===== src/logic/ccp_pkg.sv =====
// package for the capture/compare/pwm mode control block
// assumes an apb slave with 32-bit data and word-aligned registers
package ccp_pkg;
  // register byte addresses
  localparam logic [7:0] CCP_STD_CTRL_ADDR = 8'h00;
  localparam logic [7:0] CCP_ENH_CTRL_ADDR = 8'h04;
  localparam logic [7:0] CCP_STD_VAL_ADDR = 8'h08;
  localparam logic [7:0] CCP_ENH_VAL_ADDR = 8'h0C;
  localparam logic [7:0] CCP_CAN_IO_ADDR = 8'h10;
  localparam logic [7:0] CCP_IRQ_STAT_ADDR = 8'h14;
  localparam logic [7:0] CCP_IRQ_MASK_ADDR = 8'h18;
  localparam logic [7:0] CCP_PIN_ADDR = 8'h1C;
  // reset values
  localparam logic [7:0] CCP_CTRL_RST = 8'h00;
  localparam logic [15:0] CCP_VAL_RST = 16'h0000;
  // field positions
  localparam int CCP_CAN_CAPTURE_SELECT_BIT = 4;
  localparam logic [7:0] CCP_STD_CTRL_MASK = 8'h3F;
  // mode codes
  localparam logic [3:0] CCP_M_OFF = 4'h0;
  localparam logic [3:0] CCP_M_TOGGLE = 4'h2;
  localparam logic [3:0] CCP_M_CAP_FALL = 4'h4;
  localparam logic [3:0] CCP_M_CAP_RISE = 4'h5;
  localparam logic [3:0] CCP_M_CAP_4 = 4'h6;
  localparam logic [3:0] CCP_M_CAP_16 = 4'h7;
  localparam logic [3:0] CCP_M_SET_HI = 4'h8;
  localparam logic [3:0] CCP_M_SET_LO = 4'h9;
  localparam logic [3:0] CCP_M_SWINT = 4'hA;
  localparam logic [3:0] CCP_M_SPECIAL = 4'hB;
  // output configuration
  localparam logic [1:0] CCP_OC_SINGLE = 2'h0;
  localparam logic [1:0] CCP_OC_FWD = 2'h1;
  localparam logic [1:0] CCP_OC_HALF = 2'h2;
  localparam logic [1:0] CCP_OC_REV = 2'h3;
  // prescale terminal counts
  localparam logic [3:0] CCP_PRE4_LAST = 4'h3;
  localparam logic [3:0] CCP_PRE16_LAST = 4'hF;
endpackage


===== src/logic/ccp_mode_ctrl.sv =====
// capture/compare/pwm mode control, standard and enhanced units
// assumes timers, can receiver and pins are synchronous to clk
//
// Operation
// - one 16-bit value register per unit
// - mode 0000 disables unit, resets its state
// - 0010 toggles pin on match, sets flag
// - 0100 captures each falling edge or message
// - 0101 captures each rising edge or message
// - 0110 captures every fourth rising edge
// - 0111 captures every sixteenth rising edge
// - can select bit 4 picks message trigger
// - 1000 pin low, high on match
// - 1001 pin high, low on match
// - 1010 match only sets the flag
// - 1011 match clears timer, sets flag
// - enhanced special event also starts conversion
// - 11xx pwm, 10-bit duty from two fields
// - non-pwm enhanced: only channel a used
// - output config picks single, half, full bridge
// - pwm codes set pair polarities independently
// - enhanced top bits implemented, standard read zero
`timescale 1ns/1ps
`default_nettype none
module ccp_mode_ctrl (
  input wire logic clk,
  input wire logic rstn,
  input wire logic psel,
  input wire logic penable,
  input wire logic pwrite,
  input wire logic [7:0] paddr,
  input wire logic [31:0] pwdata,
  output logic [31:0] prdata,
  output logic pready,
  output logic pslverr,
  input wire logic [15:0] timer_one,
  input wire logic [15:0] timer_three,
  input wire logic [7:0] pwm_timer,
  input wire logic pwm_period_start,
  input wire logic dead_band,
  input wire logic std_capture_in,
  input wire logic enh_capture_in,
  input wire logic can_msg_received,
  output logic std_pin_out,
  output logic std_pin_oe,
  output logic [3:0] enh_pin_out,
  output logic [3:0] enh_pin_oe,
  output logic std_timer_clear,
  output logic enh_timer_clear,
  output logic adc_start,
  output logic irq
);
  // --------------------------------------------------------------
  // state
  // --------------------------------------------------------------
  typedef struct packed {
    logic [7:0] sctl;
    logic [7:0] ectl;
    logic [15:0] sval;
    logic [15:0] eval;
    logic [7:0] can_io;
    logic [1:0] stat;
    logic [1:0] mask;
    logic [3:0] spre;
    logic [3:0] epre;
    logic sin_q;
    logic ein_q;
    logic can_q;
    logic spin;
    logic [3:0] epin;
    logic [7:0] sduty_hi;
    logic [7:0] eduty_hi;
    logic [1:0] sduty_lo;
    logic [1:0] eduty_lo;
    logic [31:0] prdata;
    logic pready;
    logic pslverr;
    logic stclr;
    logic etclr;
    logic adc;
    logic irq;
  } ccp_state_t;
  ccp_state_t s_q, s_d;
  logic wr_en, rd_en, ssel, smatch, ematch;
  logic scap_ev, ecap_ev, can_ev, spwm, epwm;
  logic [3:0] smode, emode;
  logic [9:0] scmp, ecmp;
  logic [15:0] stmr, etmr;
  logic [1:0] ev;
  logic s_on, e_on;
  // pin enables, registered apart from the state struct
  logic s_on_q;
  logic [3:0] e_oe_q;

  // --------------------------------------------------------------
  // combinational next state
  // --------------------------------------------------------------
  // apb: one wait state, answer in the second access cycle
  always_comb begin
    s_d = s_q;
    wr_en = psel && penable && pwrite && !s_q.pready;
    rd_en = psel && penable && !pwrite && !s_q.pready;
    smode = s_q.sctl[3:0];
    emode = s_q.ectl[3:0];
    ssel = s_q.can_io[ccp_pkg::CCP_CAN_CAPTURE_SELECT_BIT];
    can_ev = can_msg_received && !s_q.can_q;
    stmr = timer_one;
    etmr = timer_three;
    smatch = (stmr == s_q.sval);
    ematch = (etmr == s_q.eval);
    spwm = (smode[3:2] == 2'b11);
    epwm = (emode[3:2] == 2'b11);
    // edge select per capture mode
    scap_ev = ssel ? can_ev : ((smode == ccp_pkg::CCP_M_CAP_FALL) ?
      (!std_capture_in && s_q.sin_q) : (std_capture_in && !s_q.sin_q));
    ecap_ev = ssel ? can_ev : ((emode == ccp_pkg::CCP_M_CAP_FALL) ?
      (!enh_capture_in && s_q.ein_q) : (enh_capture_in && !s_q.ein_q));
    s_d.sin_q = std_capture_in;
    s_d.ein_q = enh_capture_in;
    s_d.can_q = can_msg_received;
    s_d.stclr = 1'b0;
    s_d.etclr = 1'b0;
    s_d.adc = 1'b0;
    ev = 2'b00;
    s_on = 1'b0;
    e_on = 1'b0;
    // standard unit
    case (smode)
      ccp_pkg::CCP_M_CAP_FALL, ccp_pkg::CCP_M_CAP_RISE: begin
        if (scap_ev) begin
          s_d.sval = stmr;
          ev[0] = 1'b1;
        end
      end
      ccp_pkg::CCP_M_CAP_4, ccp_pkg::CCP_M_CAP_16: begin
        if (scap_ev) begin
          s_d.spre = s_q.spre + 4'h1;
          if (s_q.spre == ((smode == ccp_pkg::CCP_M_CAP_4) ? ccp_pkg::CCP_PRE4_LAST :
              ccp_pkg::CCP_PRE16_LAST)) begin
            s_d.spre = 4'h0;
            s_d.sval = stmr;
            ev[0] = 1'b1;
          end
        end
      end
      ccp_pkg::CCP_M_TOGGLE: begin
        s_on = 1'b1;
        if (smatch) begin
          s_d.spin = !s_q.spin;
          ev[0] = 1'b1;
        end
      end
      ccp_pkg::CCP_M_SET_HI, ccp_pkg::CCP_M_SET_LO: begin
        s_on = 1'b1;
        if (smatch) begin
          s_d.spin = (smode == ccp_pkg::CCP_M_SET_HI);
          ev[0] = 1'b1;
        end
      end
      ccp_pkg::CCP_M_SWINT: ev[0] = smatch;
      ccp_pkg::CCP_M_SPECIAL: begin
        ev[0] = smatch;
        s_d.stclr = smatch;
      end
      default: begin
        if (spwm) begin
          s_on = 1'b1;
          if (pwm_period_start) begin
            s_d.sduty_hi = s_q.sval[7:0];
            s_d.sduty_lo = s_q.sctl[5:4];
          end
          s_d.spin = ({pwm_timer, 2'b00} < scmp);
        end
      end
    endcase
    // enhanced unit
    case (emode)
      ccp_pkg::CCP_M_CAP_FALL, ccp_pkg::CCP_M_CAP_RISE: begin
        if (ecap_ev) begin
          s_d.eval = etmr;
          ev[1] = 1'b1;
        end
      end
      ccp_pkg::CCP_M_CAP_4, ccp_pkg::CCP_M_CAP_16: begin
        if (ecap_ev) begin
          s_d.epre = s_q.epre + 4'h1;
          if (s_q.epre == ((emode == ccp_pkg::CCP_M_CAP_4) ? ccp_pkg::CCP_PRE4_LAST :
              ccp_pkg::CCP_PRE16_LAST)) begin
            s_d.epre = 4'h0;
            s_d.eval = etmr;
            ev[1] = 1'b1;
          end
        end
      end
      ccp_pkg::CCP_M_TOGGLE: begin
        e_on = 1'b1;
        if (ematch) begin
          s_d.epin[0] = !s_q.epin[0];
          ev[1] = 1'b1;
        end
      end
      ccp_pkg::CCP_M_SET_HI, ccp_pkg::CCP_M_SET_LO: begin
        e_on = 1'b1;
        if (ematch) begin
          s_d.epin[0] = (emode == ccp_pkg::CCP_M_SET_HI);
          ev[1] = 1'b1;
        end
      end
      ccp_pkg::CCP_M_SWINT: ev[1] = ematch;
      ccp_pkg::CCP_M_SPECIAL: begin
        ev[1] = ematch;
        s_d.etclr = ematch;
        s_d.adc = ematch;
      end
      default: begin
        if (epwm) begin
          if (pwm_period_start) begin
            s_d.eduty_hi = s_q.eval[7:0];
            s_d.eduty_lo = s_q.ectl[5:4];
          end
          // polarity: emode[1] pair a/c, emode[0] pair b/d
          case (s_q.ectl[7:6])
            ccp_pkg::CCP_OC_SINGLE: s_d.epin = {3'b000, ecmp_on()} ^ {3'b000, emode[1]};
            ccp_pkg::CCP_OC_FWD: s_d.epin = {ecmp_on() ^ emode[0], emode[1],
              emode[0], !emode[1]};
            ccp_pkg::CCP_OC_HALF: s_d.epin = {2'b00,
              (!ecmp_on() && !dead_band) ^ emode[0], (ecmp_on() && !dead_band) ^ emode[1]};
            default: s_d.epin = {!emode[0], emode[1], ecmp_on() ^ emode[0], emode[1]};
          endcase
        end
      end
    endcase
    // mode 0000 holds the unit in its reset state
    if (smode == ccp_pkg::CCP_M_OFF) begin
      s_d.spre = 4'h0;
      s_d.spin = 1'b0;
    end
    if (emode == ccp_pkg::CCP_M_OFF) begin
      s_d.epre = 4'h0;
      s_d.epin = 4'h0;
    end
    // sticky flags, set beats write-one clear
    s_d.stat = (s_q.stat & ~((wr_en && paddr == ccp_pkg::CCP_IRQ_STAT_ADDR) ?
      pwdata[1:0] : 2'b00)) | ev;
    // register writes
    if (wr_en) begin
      case (paddr)
        ccp_pkg::CCP_STD_CTRL_ADDR: begin
          s_d.sctl = pwdata[7:0] & ccp_pkg::CCP_STD_CTRL_MASK;
          s_d.spre = 4'h0;
          if (pwdata[3:0] == ccp_pkg::CCP_M_SET_HI) s_d.spin = 1'b0;
          if (pwdata[3:0] == ccp_pkg::CCP_M_SET_LO) s_d.spin = 1'b1;
        end
        ccp_pkg::CCP_ENH_CTRL_ADDR: begin
          s_d.ectl = pwdata[7:0];
          s_d.epre = 4'h0;
          if (pwdata[3:0] == ccp_pkg::CCP_M_SET_HI) s_d.epin[0] = 1'b0;
          if (pwdata[3:0] == ccp_pkg::CCP_M_SET_LO) s_d.epin[0] = 1'b1;
        end
        ccp_pkg::CCP_STD_VAL_ADDR: s_d.sval = pwdata[15:0];
        ccp_pkg::CCP_ENH_VAL_ADDR: s_d.eval = pwdata[15:0];
        ccp_pkg::CCP_CAN_IO_ADDR: s_d.can_io = pwdata[7:0];
        ccp_pkg::CCP_IRQ_MASK_ADDR: s_d.mask = pwdata[1:0];
        default: ;
      endcase
    end
    // read mux
    s_d.pready = psel && penable && !s_q.pready;
    s_d.pslverr = 1'b0;
    if (rd_en) begin
      case (paddr)
        ccp_pkg::CCP_STD_CTRL_ADDR: s_d.prdata = {24'h000000, s_q.sctl};
        ccp_pkg::CCP_ENH_CTRL_ADDR: s_d.prdata = {24'h000000, s_q.ectl};
        ccp_pkg::CCP_STD_VAL_ADDR: s_d.prdata = {16'h0000, s_q.sval};
        ccp_pkg::CCP_ENH_VAL_ADDR: s_d.prdata = {16'h0000, s_q.eval};
        ccp_pkg::CCP_CAN_IO_ADDR: s_d.prdata = {24'h000000, s_q.can_io};
        ccp_pkg::CCP_IRQ_STAT_ADDR: s_d.prdata = {30'h00000000, s_q.stat};
        ccp_pkg::CCP_IRQ_MASK_ADDR: s_d.prdata = {30'h00000000, s_q.mask};
        ccp_pkg::CCP_PIN_ADDR: s_d.prdata = {27'h0000000, s_q.epin, s_q.spin};
        default: begin
          s_d.prdata = 32'h00000000;
          s_d.pslverr = 1'b1;
        end
      endcase
    end else if (wr_en) begin
      s_d.pslverr = !(paddr[7:5] == 3'b000 && paddr[1:0] == 2'b00 &&
        paddr != ccp_pkg::CCP_PIN_ADDR && paddr != ccp_pkg::CCP_IRQ_STAT_ADDR ||
        paddr == ccp_pkg::CCP_IRQ_STAT_ADDR);
    end
    s_d.irq = |(s_d.stat & s_q.mask);
  end

  // duty compare values, 10 bits
  assign scmp = {s_q.sduty_hi, s_q.sduty_lo};
  assign ecmp = {s_q.eduty_hi, s_q.eduty_lo};

  // enhanced pwm raw active level
  function automatic logic ecmp_on();
    ecmp_on = ({pwm_timer, 2'b00} < ecmp);
  endfunction

  // --------------------------------------------------------------
  // state register
  // --------------------------------------------------------------
  always_ff @(posedge clk or negedge rstn) begin
    if (!rstn) begin
      s_q <= '0;
    end else begin
      s_q <= s_d;
    end
  end

  // outputs straight from flip-flops; enables decoded from registered mode
  assign prdata = s_q.prdata;
  assign pready = s_q.pready;
  assign pslverr = s_q.pslverr;
  assign std_pin_out = s_q.spin;
  assign std_pin_oe = s_on_q;
  assign enh_pin_out = s_q.epin;
  assign enh_pin_oe = e_oe_q;
  assign std_timer_clear = s_q.stclr;
  assign enh_timer_clear = s_q.etclr;
  assign adc_start = s_q.adc;
  assign irq = s_q.irq;

  // pin enables registered separately; unused channels go to port use
  always_ff @(posedge clk or negedge rstn) begin
    if (!rstn) begin
      s_on_q <= 1'b0;
      e_oe_q <= 4'h0;
    end else begin
      s_on_q <= s_on;
      if (!epwm) begin
        e_oe_q <= {3'b000, e_on};
      end else begin
        case (s_q.ectl[7:6])
          ccp_pkg::CCP_OC_SINGLE: e_oe_q <= 4'b0001;
          ccp_pkg::CCP_OC_HALF: e_oe_q <= 4'b0011;
          default: e_oe_q <= 4'b1111;
        endcase
      end
    end
  end
endmodule
`default_nettype wire


===== config.mk =====
export PLATFORM = sky130hd
export DESIGN_NAME = ccp_mode_ctrl
export DESIGN_NICKNAME = d
export VERILOG_FILES = /design/src/logic/ccp_pkg.sv /design/src/logic/ccp_mode_ctrl.sv
export SDC_FILE = /design/constraint.sdc
export NUM_CORES = 1
export LEC_CHECK = 0
export BUFFER_PORTS_ARGS = -buffer_cell sky130_fd_sc_hd__buf_2
export CORE_MARGIN = 10
export CORE_UTILIZATION = 45
export DETAILED_ROUTE_END_ITERATION = 10
export PLACE_DENSITY = 0.67
export SETUP_SLACK_MARGIN = 0.3
export SYNTH_ARGS = -nofsm -noshare
export SYNTH_HDL_FRONTEND = slang
export SYNTH_SLANG_ARGS = --single-unit
export TNS_END_PERCENT = 10

===== constraint.sdc =====
create_clock -name clk -period 7.05 [get_ports clk]
set_input_delay 1.0575 -clock clk [delete_from_list [all_inputs] [get_ports clk]]
set_output_delay 1.0575 -clock clk [all_outputs]
set_load 0.01 [all_outputs]

==> results of run 1 <==
[flip-flops by register name, indices dropped and copies added (netlist names)]
signal / cells
ecmp: 10
std_pin_oe: 1
prdata: 16
pready: 1
adc_start: 1
enh_pin_out: 4
pslverr: 1
emode: 4
std_timer_clear: 1
std_pin_out: 1
s_q: 75
irq: 1
enh_pin_oe: 3
[per-layer routing]
metal / vias up / track usage / wire [um]
met5: - / 0 / 0
met4: 0 / 0.0677 / 395
met3: 30 / 0.0385 / 1310
met2: 201 / 0.303 / 10100
met1: 3047 / 0.260 / 9920
li1: 3010 / - / -
[power breakdown]
part           switching, uW  internal, uW
Clock                    324           535
Sequential              39.4           718
Combinational            107          80.3
Total                    471          1330
[logic make-up (layout without fill, tap and decap cells)]
| group | Yosys count | in the layout | share of synthesized area |
|---|---|---|---|
| AO/OA/AOI/OAI | 183 | 183 | 0.166 |
| XOR/XNOR | 38 | 38 | 0.0442 |
| adder cells (fa/ha/maj) | 18 | 18 | 0.0299 |
| buffers and inverters | 106 | 164 | 0.0760 |
| flip-flops | 119 | 119 | 0.396 |
| multiplexers | 66 | 66 | 0.100 |
| other | 1 | 19 | 0.000498 |
| AND/OR/NAND/NOR | 279 | 279 | 0.187 |
[per-stage QoR]
stage | setup WS (ps) | hold WS, ps | instances
finish | 3590 | 501 | 1106
global placement | 3330 | 474 | 1071
floorplan | 4230 | 459 | 825
detailed placement | 3290 | 486 | 1071
CTS | 3610 | 499 | 1103
global route | 3260 | 515 | 1105
[worst max path at each step]
stage                   start        endpoint  slack (ps)
4_1_cts              s_q[129]             irq        3610
3_3_place_gp   std_capture_in             irq        3330
5_1_grt              s_q[129]             irq        3260
6_report             s_q[129]             irq        3590
2_1_floorplan    pwm_timer[3]  enh_pin_out[1]        4230
3_5_place_dp   std_capture_in             irq        3290
[layout make-up]
cell class,count,area share
well taps,220,0.0323
diodes,3,0.000880
inverters,21,0.00924
clock buffers,19,0.0531
clock inverters,13,0.0153
multi-input cells,600,0.473
flip-flops and latches,119,0.349
repair buffers,111,0.0672
[layout by cell type, fill, tap and decap left out, types with 7 or more instances in the layout]
cell type,synthesis,final
ha_1,18,18
nor2_1,88,87
nor4_1,7,7
mux2_1,13,13
inv_1,21,21
buf_2,12,104
xor2_1,19,19
mux2_2,43,43
o21ai_0,11,11
clkbuf_16,0,17
nand2_1,91,91
a31oi_1,56,56
and2_1,7,7
nor2b_1,8,8
a22oi_1,46,46
mux2i_1,8,8
nand3_1,9,9
nand4_1,10,10
conb_1,1,16
buf_4,40,7
a21oi_1,26,26
nor3_1,12,12
dfrtp_1,119,119
xnor2_1,19,19
==> results.tsv, run 1 <==
stage	metric	value	unit
die	core area	16500	sq um
min_path	hold depth	1	
clock_tree	Post-CTS Setup Inserts	0	
pwr	maximum VDD drop	0.187	mV
global_route	GR Overflow Total	0	
worst_setup_path	kind of cell adding the most delay to the critical path	simple AND/OR/NAND/NOR gates	
layout	Reg area	2980	sq um
clock_tree	clock slew at reported path FFs	60	ps
worst_setup_path	FF-to-FF Start	s_q[129]	
layout	area of the multi-input gates	4040	sq um
synth	most common cell in the netlist	dfrtp_1	
synth	Netlist Area Pre-Place	7530	sq um
die	Cell Rows	47	
synth	Top FF cell, synth	dfrtp_1	
min_path	Hold Path Sink	s_q[83]	
synth	distinct cell type count after synthesis	73	
worst_setup_path	crit end category	register	
min_path	worst hold path startpoint	s_q[83]	
worst_setup_path	number of cells on the critical path	6	
pwr	pwr dens	211	nW/um^2
layout	fill count	1551	
global_route	first-pass GRT wire length	34000	um
layout	Nets	978	
min_path	Hold Path Class	register to register	
timing	final hold violations	0	
synth	Synth top area share	0.396	
die	Starting Density	0.457	
worst_setup_path	R2R Path End	irq	
placement	DP Wirelength	15800	um
routing	DRC violations left	0	
worst_setup_path	CP Launch Type	register	
routing	DR vias	6288	
worst_setup_path	CP cell instances	nor4b_2, mux2i_1, a221o_1, nor2_1, or4_4, a22o_1	
synth	register bit total from synthesis	119	
global_route	initial antenna violation count	2	
routing	vias per inst	5.69	
worst_setup_path	CP Class	register to register	
timing	Fin Setup TNS	0	ps
die	io pins	138	
worst_setup_path	Largest stage delay, worst path	950	ps
clock_tree	clock tree from TritonCTS	yes	
layout	Layout area overhead	13.3	%
clock_tree	CTS buffer count	17	
clock_tree	clk sinks	119	
synth	Synth area leader	dfrtp_1	
routing	Detailed Route WL	21800	um
synth	Mapped Cells	810	
placement	IO Port Bufs	105	
clock_tree	deepest clock path buffer count	2	
die	DIE WIDTH	149	um
layout	Final Cell Area	8530	sq um
routing	wire per inst	19.7	um
worst_setup_path	slowest CP cell	a221o_1	
worst_setup_path	WP buf/inv	0	
routing	Iteration-0 DRC Markers	704	
timing	Final Cycle Share	0.490	
global_route	Overall Global Routing Usage	0.193	
timing	Slew Limit Fails	0	
worst_setup_path	worst path arrival time	3760	ps
timing	worst clock skew	8.71	ps
timing	post-layout min period	3460	ps
worst_setup_path	R2R depth	6	
worst_setup_path	Reg2Reg Setup Slack	3590	ps
timing	# setup viols final	0	
routing	first-pass detailed-route iteration total	5	
layout	fin util	0.518	
clock_tree	Clock H-tree levels	4	
layout	layout cells sized above 1	0.230	
synth	post-synthesis sequential area ratio	0.396	
global_route	pin count of the biggest net entering global routing	75	
clock_tree	hold buffer count at cts	0	
placement	Post-DP Area	7940	sq um
timing	RSZ-0062 raised after global routing	false	
synth	Post-synth EDFFs	0	
placement	Placer Congestion	0.913	
status	status	finished, final reports clean	
die	Die ar.	22300	sq um
synth	synth top area cells	dfrtp_1 40%, mux2_2 6.4%, a31oi_1 4.7%	
routing	antenna-violating nets left	0	
synth	Post-synth ARST share	1.00	
global_route	vias in the first global route	6069	
clock_tree	Root Buffer Master	clkbuf_16	
synth	Synth Area per Inst	9.29	sq um
timing	f_max	0.289	GHz
timing	Worst Tran Pin Value	1140	ps
worst_setup_path	Crit Path Max Fanout	33	
pwr	Leak Pwr	0.00365	uW
pwr	total power	1800	uW
worst_setup_path	Req. time, crit path	7360	ps
die	die height	149	um
job	MaxCap Viol Count	0	
synth	Post-synth top cells	119 x dfrtp_1, 91 x nand2_1, 88 x nor2_1	
clock_tree	CTS resizes	0	
timing	Slew headroom	0.241	
synth	synth warn	0	
clock_tree	clock latency at the later pin of the worst-skew pair	430	ps
Power figures use the tool's default switching activity.
==> run 2: changes to the inputs <==
==> constraint.sdc (replaced) <==
create_clock -name clk -period 3.5 [get_ports clk]
set_input_delay 0.525 -clock clk [delete_from_list [all_inputs] [get_ports clk]]
set_output_delay 0.525 -clock clk [all_outputs]
set_load 0.01 [all_outputs]
==> run 2 against run 1 <==
  * Global-route usage is 0.44 points higher
  * First-iteration DRC count is 8.1% lower
  * Sequential power is 100% higher
  * Final cell count is 0.72% higher
  * Die area stayed put
  * Routed wire length is 1.1% higher
  * Fmax is 36% higher
  * Utilization is 0.70 points higher
  * Critical path depth stayed put
  * Critical path type unchanged
==> results.tsv, run 2 (same netlist as run 1, synthesis figures left out) <==
stage	metric	value	unit
worst_setup_path	Reg2Reg Setup Slack	960	ps
layout	fill count	1555	
clock_tree	Clock H-tree levels	4	
die	die height	149	um
die	core area	16500	sq um
timing	post-layout min period	2540	ps
pwr	pwr dens	434	nW/um^2
global_route	GR Overflow Total	0	
die	io pins	138	
die	Starting Density	0.457	
clock_tree	clk sinks	119	
global_route	initial antenna violation count	1	
placement	Placer Congestion	0.925	
die	DIE WIDTH	149	um
routing	first-pass detailed-route iteration total	6	
clock_tree	hold buffer count at cts	0	
worst_setup_path	R2R depth	6	
layout	most frequent cells in the layout	119 x dfrtp_1, 104 x buf_2, 91 x nand2_1, 87 x nor2_1, 56 x a31oi_1	
pwr	Combinational Power Share	0.102	
pwr	power share of the clock group	0.491	
job	MaxCap Viol Count	0	
routing	antenna-violating nets left	0	
clock_tree	clock latency at the later pin of the worst-skew pair	420	ps
routing	vias per inst	5.74	
timing	f_max	0.393	GHz
clock_tree	clock tree from TritonCTS	yes	
worst_setup_path	Req. time, crit path	3800	ps
clock_tree	clock slew at reported path FFs	50	ps
timing	final hold violations	0	
routing	Iteration-0 DRC Markers	647	
timing	Worst Slack Setup Final	957	ps
pwr	Internal Pwr Total	2830	uW
pwr	maximum VDD drop	0.358	mV
pwr	Net Sw Power	919	uW
clock_tree	Root Buffer Master	clkbuf_16	
layout	most common cell after layout, fill and taps aside	dfrtp_1	
timing	RSZ-0062 raised after global routing	false	
routing	wire per inst	19.7	um
timing	Fin Setup TNS	0	ps
global_route	Overall Global Routing Usage	0.198	
die	Cell Rows	47	
layout	Biggest register	s_q	
timing	# setup viols final	0	
layout	layout cells sized above 1	0.234	
pwr	Seq pwr share	0.406	
layout	Nets	988	
timing	worst clock skew	9.83	ps
clock_tree	deepest clock path buffer count	2	
clock_tree	CTS resizes	0	
min_path	Hold Path Class	primary input to async pin	
status	status	finished, final reports clean	
global_route	pin count of the biggest net entering global routing	56	
placement	DP Wirelength	16000	um
timing	Slew Limit Fails	0	
placement	dpl ws	814	ps
pwr	Leak Pwr	0.00372	uW
worst_setup_path	crit end category	register	
worst_setup_path	R2R Path End	irq	
routing	DRC violations left	0	
clock_tree	Post-CTS Setup Inserts	0	
layout	fin util	0.525	
timing	Final Cycle Share	0.727	
layout	Layout area overhead	14.9	%
timing	Worst Tran Pin Value	779	ps
timing	Slew headroom	0.476	
global_route	first-pass GRT wire length	34600	um
global_route	vias in the first global route	6201	
routing	Detailed Route WL	22000	um
placement	IO Port Bufs	105	
layout	max reg flops	75	
worst_setup_path	FF-to-FF Start	s_q[129]	
die	Die ar.	22300	sq um
worst_setup_path	Crit Path Max Fanout	16	
worst_setup_path	worst path arrival time	2850	ps
routing	DR vias	6391	
worst_setup_path	CP Launch Type	register	
pwr	Sw Ratio	0.245	
worst_setup_path	CP Class	register to register	
clock_tree	CTS buffer count	17	
-- run 2: changes by cell type in the layout (fill, tap and decap cells not counted) --
cell,delta
bufinv_16,+2
clkinvlp_4,-2
clkbuf_1,+4
diode_2,-2
clkinv_4,-2
buf_4,+9
buf_12,+1
clkinv_2,-2
-- run 2: power by group through the flow --
stage,Clock (uW),Sequential [uW],Combinational [uW]
detailed placement,0,1550,385
floorplan,0,1520,264
CTS,1860,1520,387
finish,1840,1530,383
global route,1920,1530,431
global placement,0,1550,380
-- run 2: through the flow --
stage / hold WS [ps] / instances / power, uW / instance area, sq um
CTS: 104 / 1113 / 3770 / 8640
finish: 91.2 / 1114 / 3750 / 8650
floorplan: 229 / 825 / 1780 / 7580
global route: 133 / 1114 / 3890 / 8650
detailed placement: 484 / 1081 / 1930 / 8030
global placement: 475 / 1081 / 1930 / 8030
-- run 2: worst max path at each step --
| stage | start | to | slack, ps | cells after the start |
|---|---|---|---|---|
| after floorplan | pwm_timer[3] | enh_pin_out[1] | 1210 | 7 |
| after global placement | paddr[4] | prdata[4] | 860 | 6 |
| after detailed placement | paddr[4] | prdata[4] | 810 | 6 |
| after CTS | s_q[129] | irq | 960 | 6 |
| after global routing | s_q[129] | irq | 830 | 6 |
| final | s_q[129] | irq | 960 | 6 |
-- run 2: final cells by class --
| cell class | count | area (sq um) | share of cell area |
|---|---|---|---|
| antenna | 1 | 2.50 | 0.000289 |
| inverter | 21 | 78.8 | 0.00912 |
| multi-input combinational | 600 | 4040 | 0.467 |
| sequential | 119 | 2980 | 0.344 |
| tap | 220 | 275 | 0.0318 |
| timing repair buffer | 121 | 661 | 0.0764 |
| clock inverter | 9 | 148 | 0.0171 |
| clock buffer | 23 | 468 | 0.0541 |
-- run 2: layer usage --
metal / GRT usage / up-vias / part of all wire
met5: 0 / - / 0
met4: 0.0599 / 0 / 0.015
met3: 0.0464 / 30 / 0.071
met2: 0.317 / 226 / 0.47
met1: 0.259 / 3087 / 0.45
li1: - / 3048 / -
-- run 2: worst max-delay path: stages (launching register included) --
cell	delay [ps]
dfrtp_1	570
nor4b_2	420
mux2i_1	320
a221o_1	210
nor2_1	100
or4_4	550
a22o_1	250
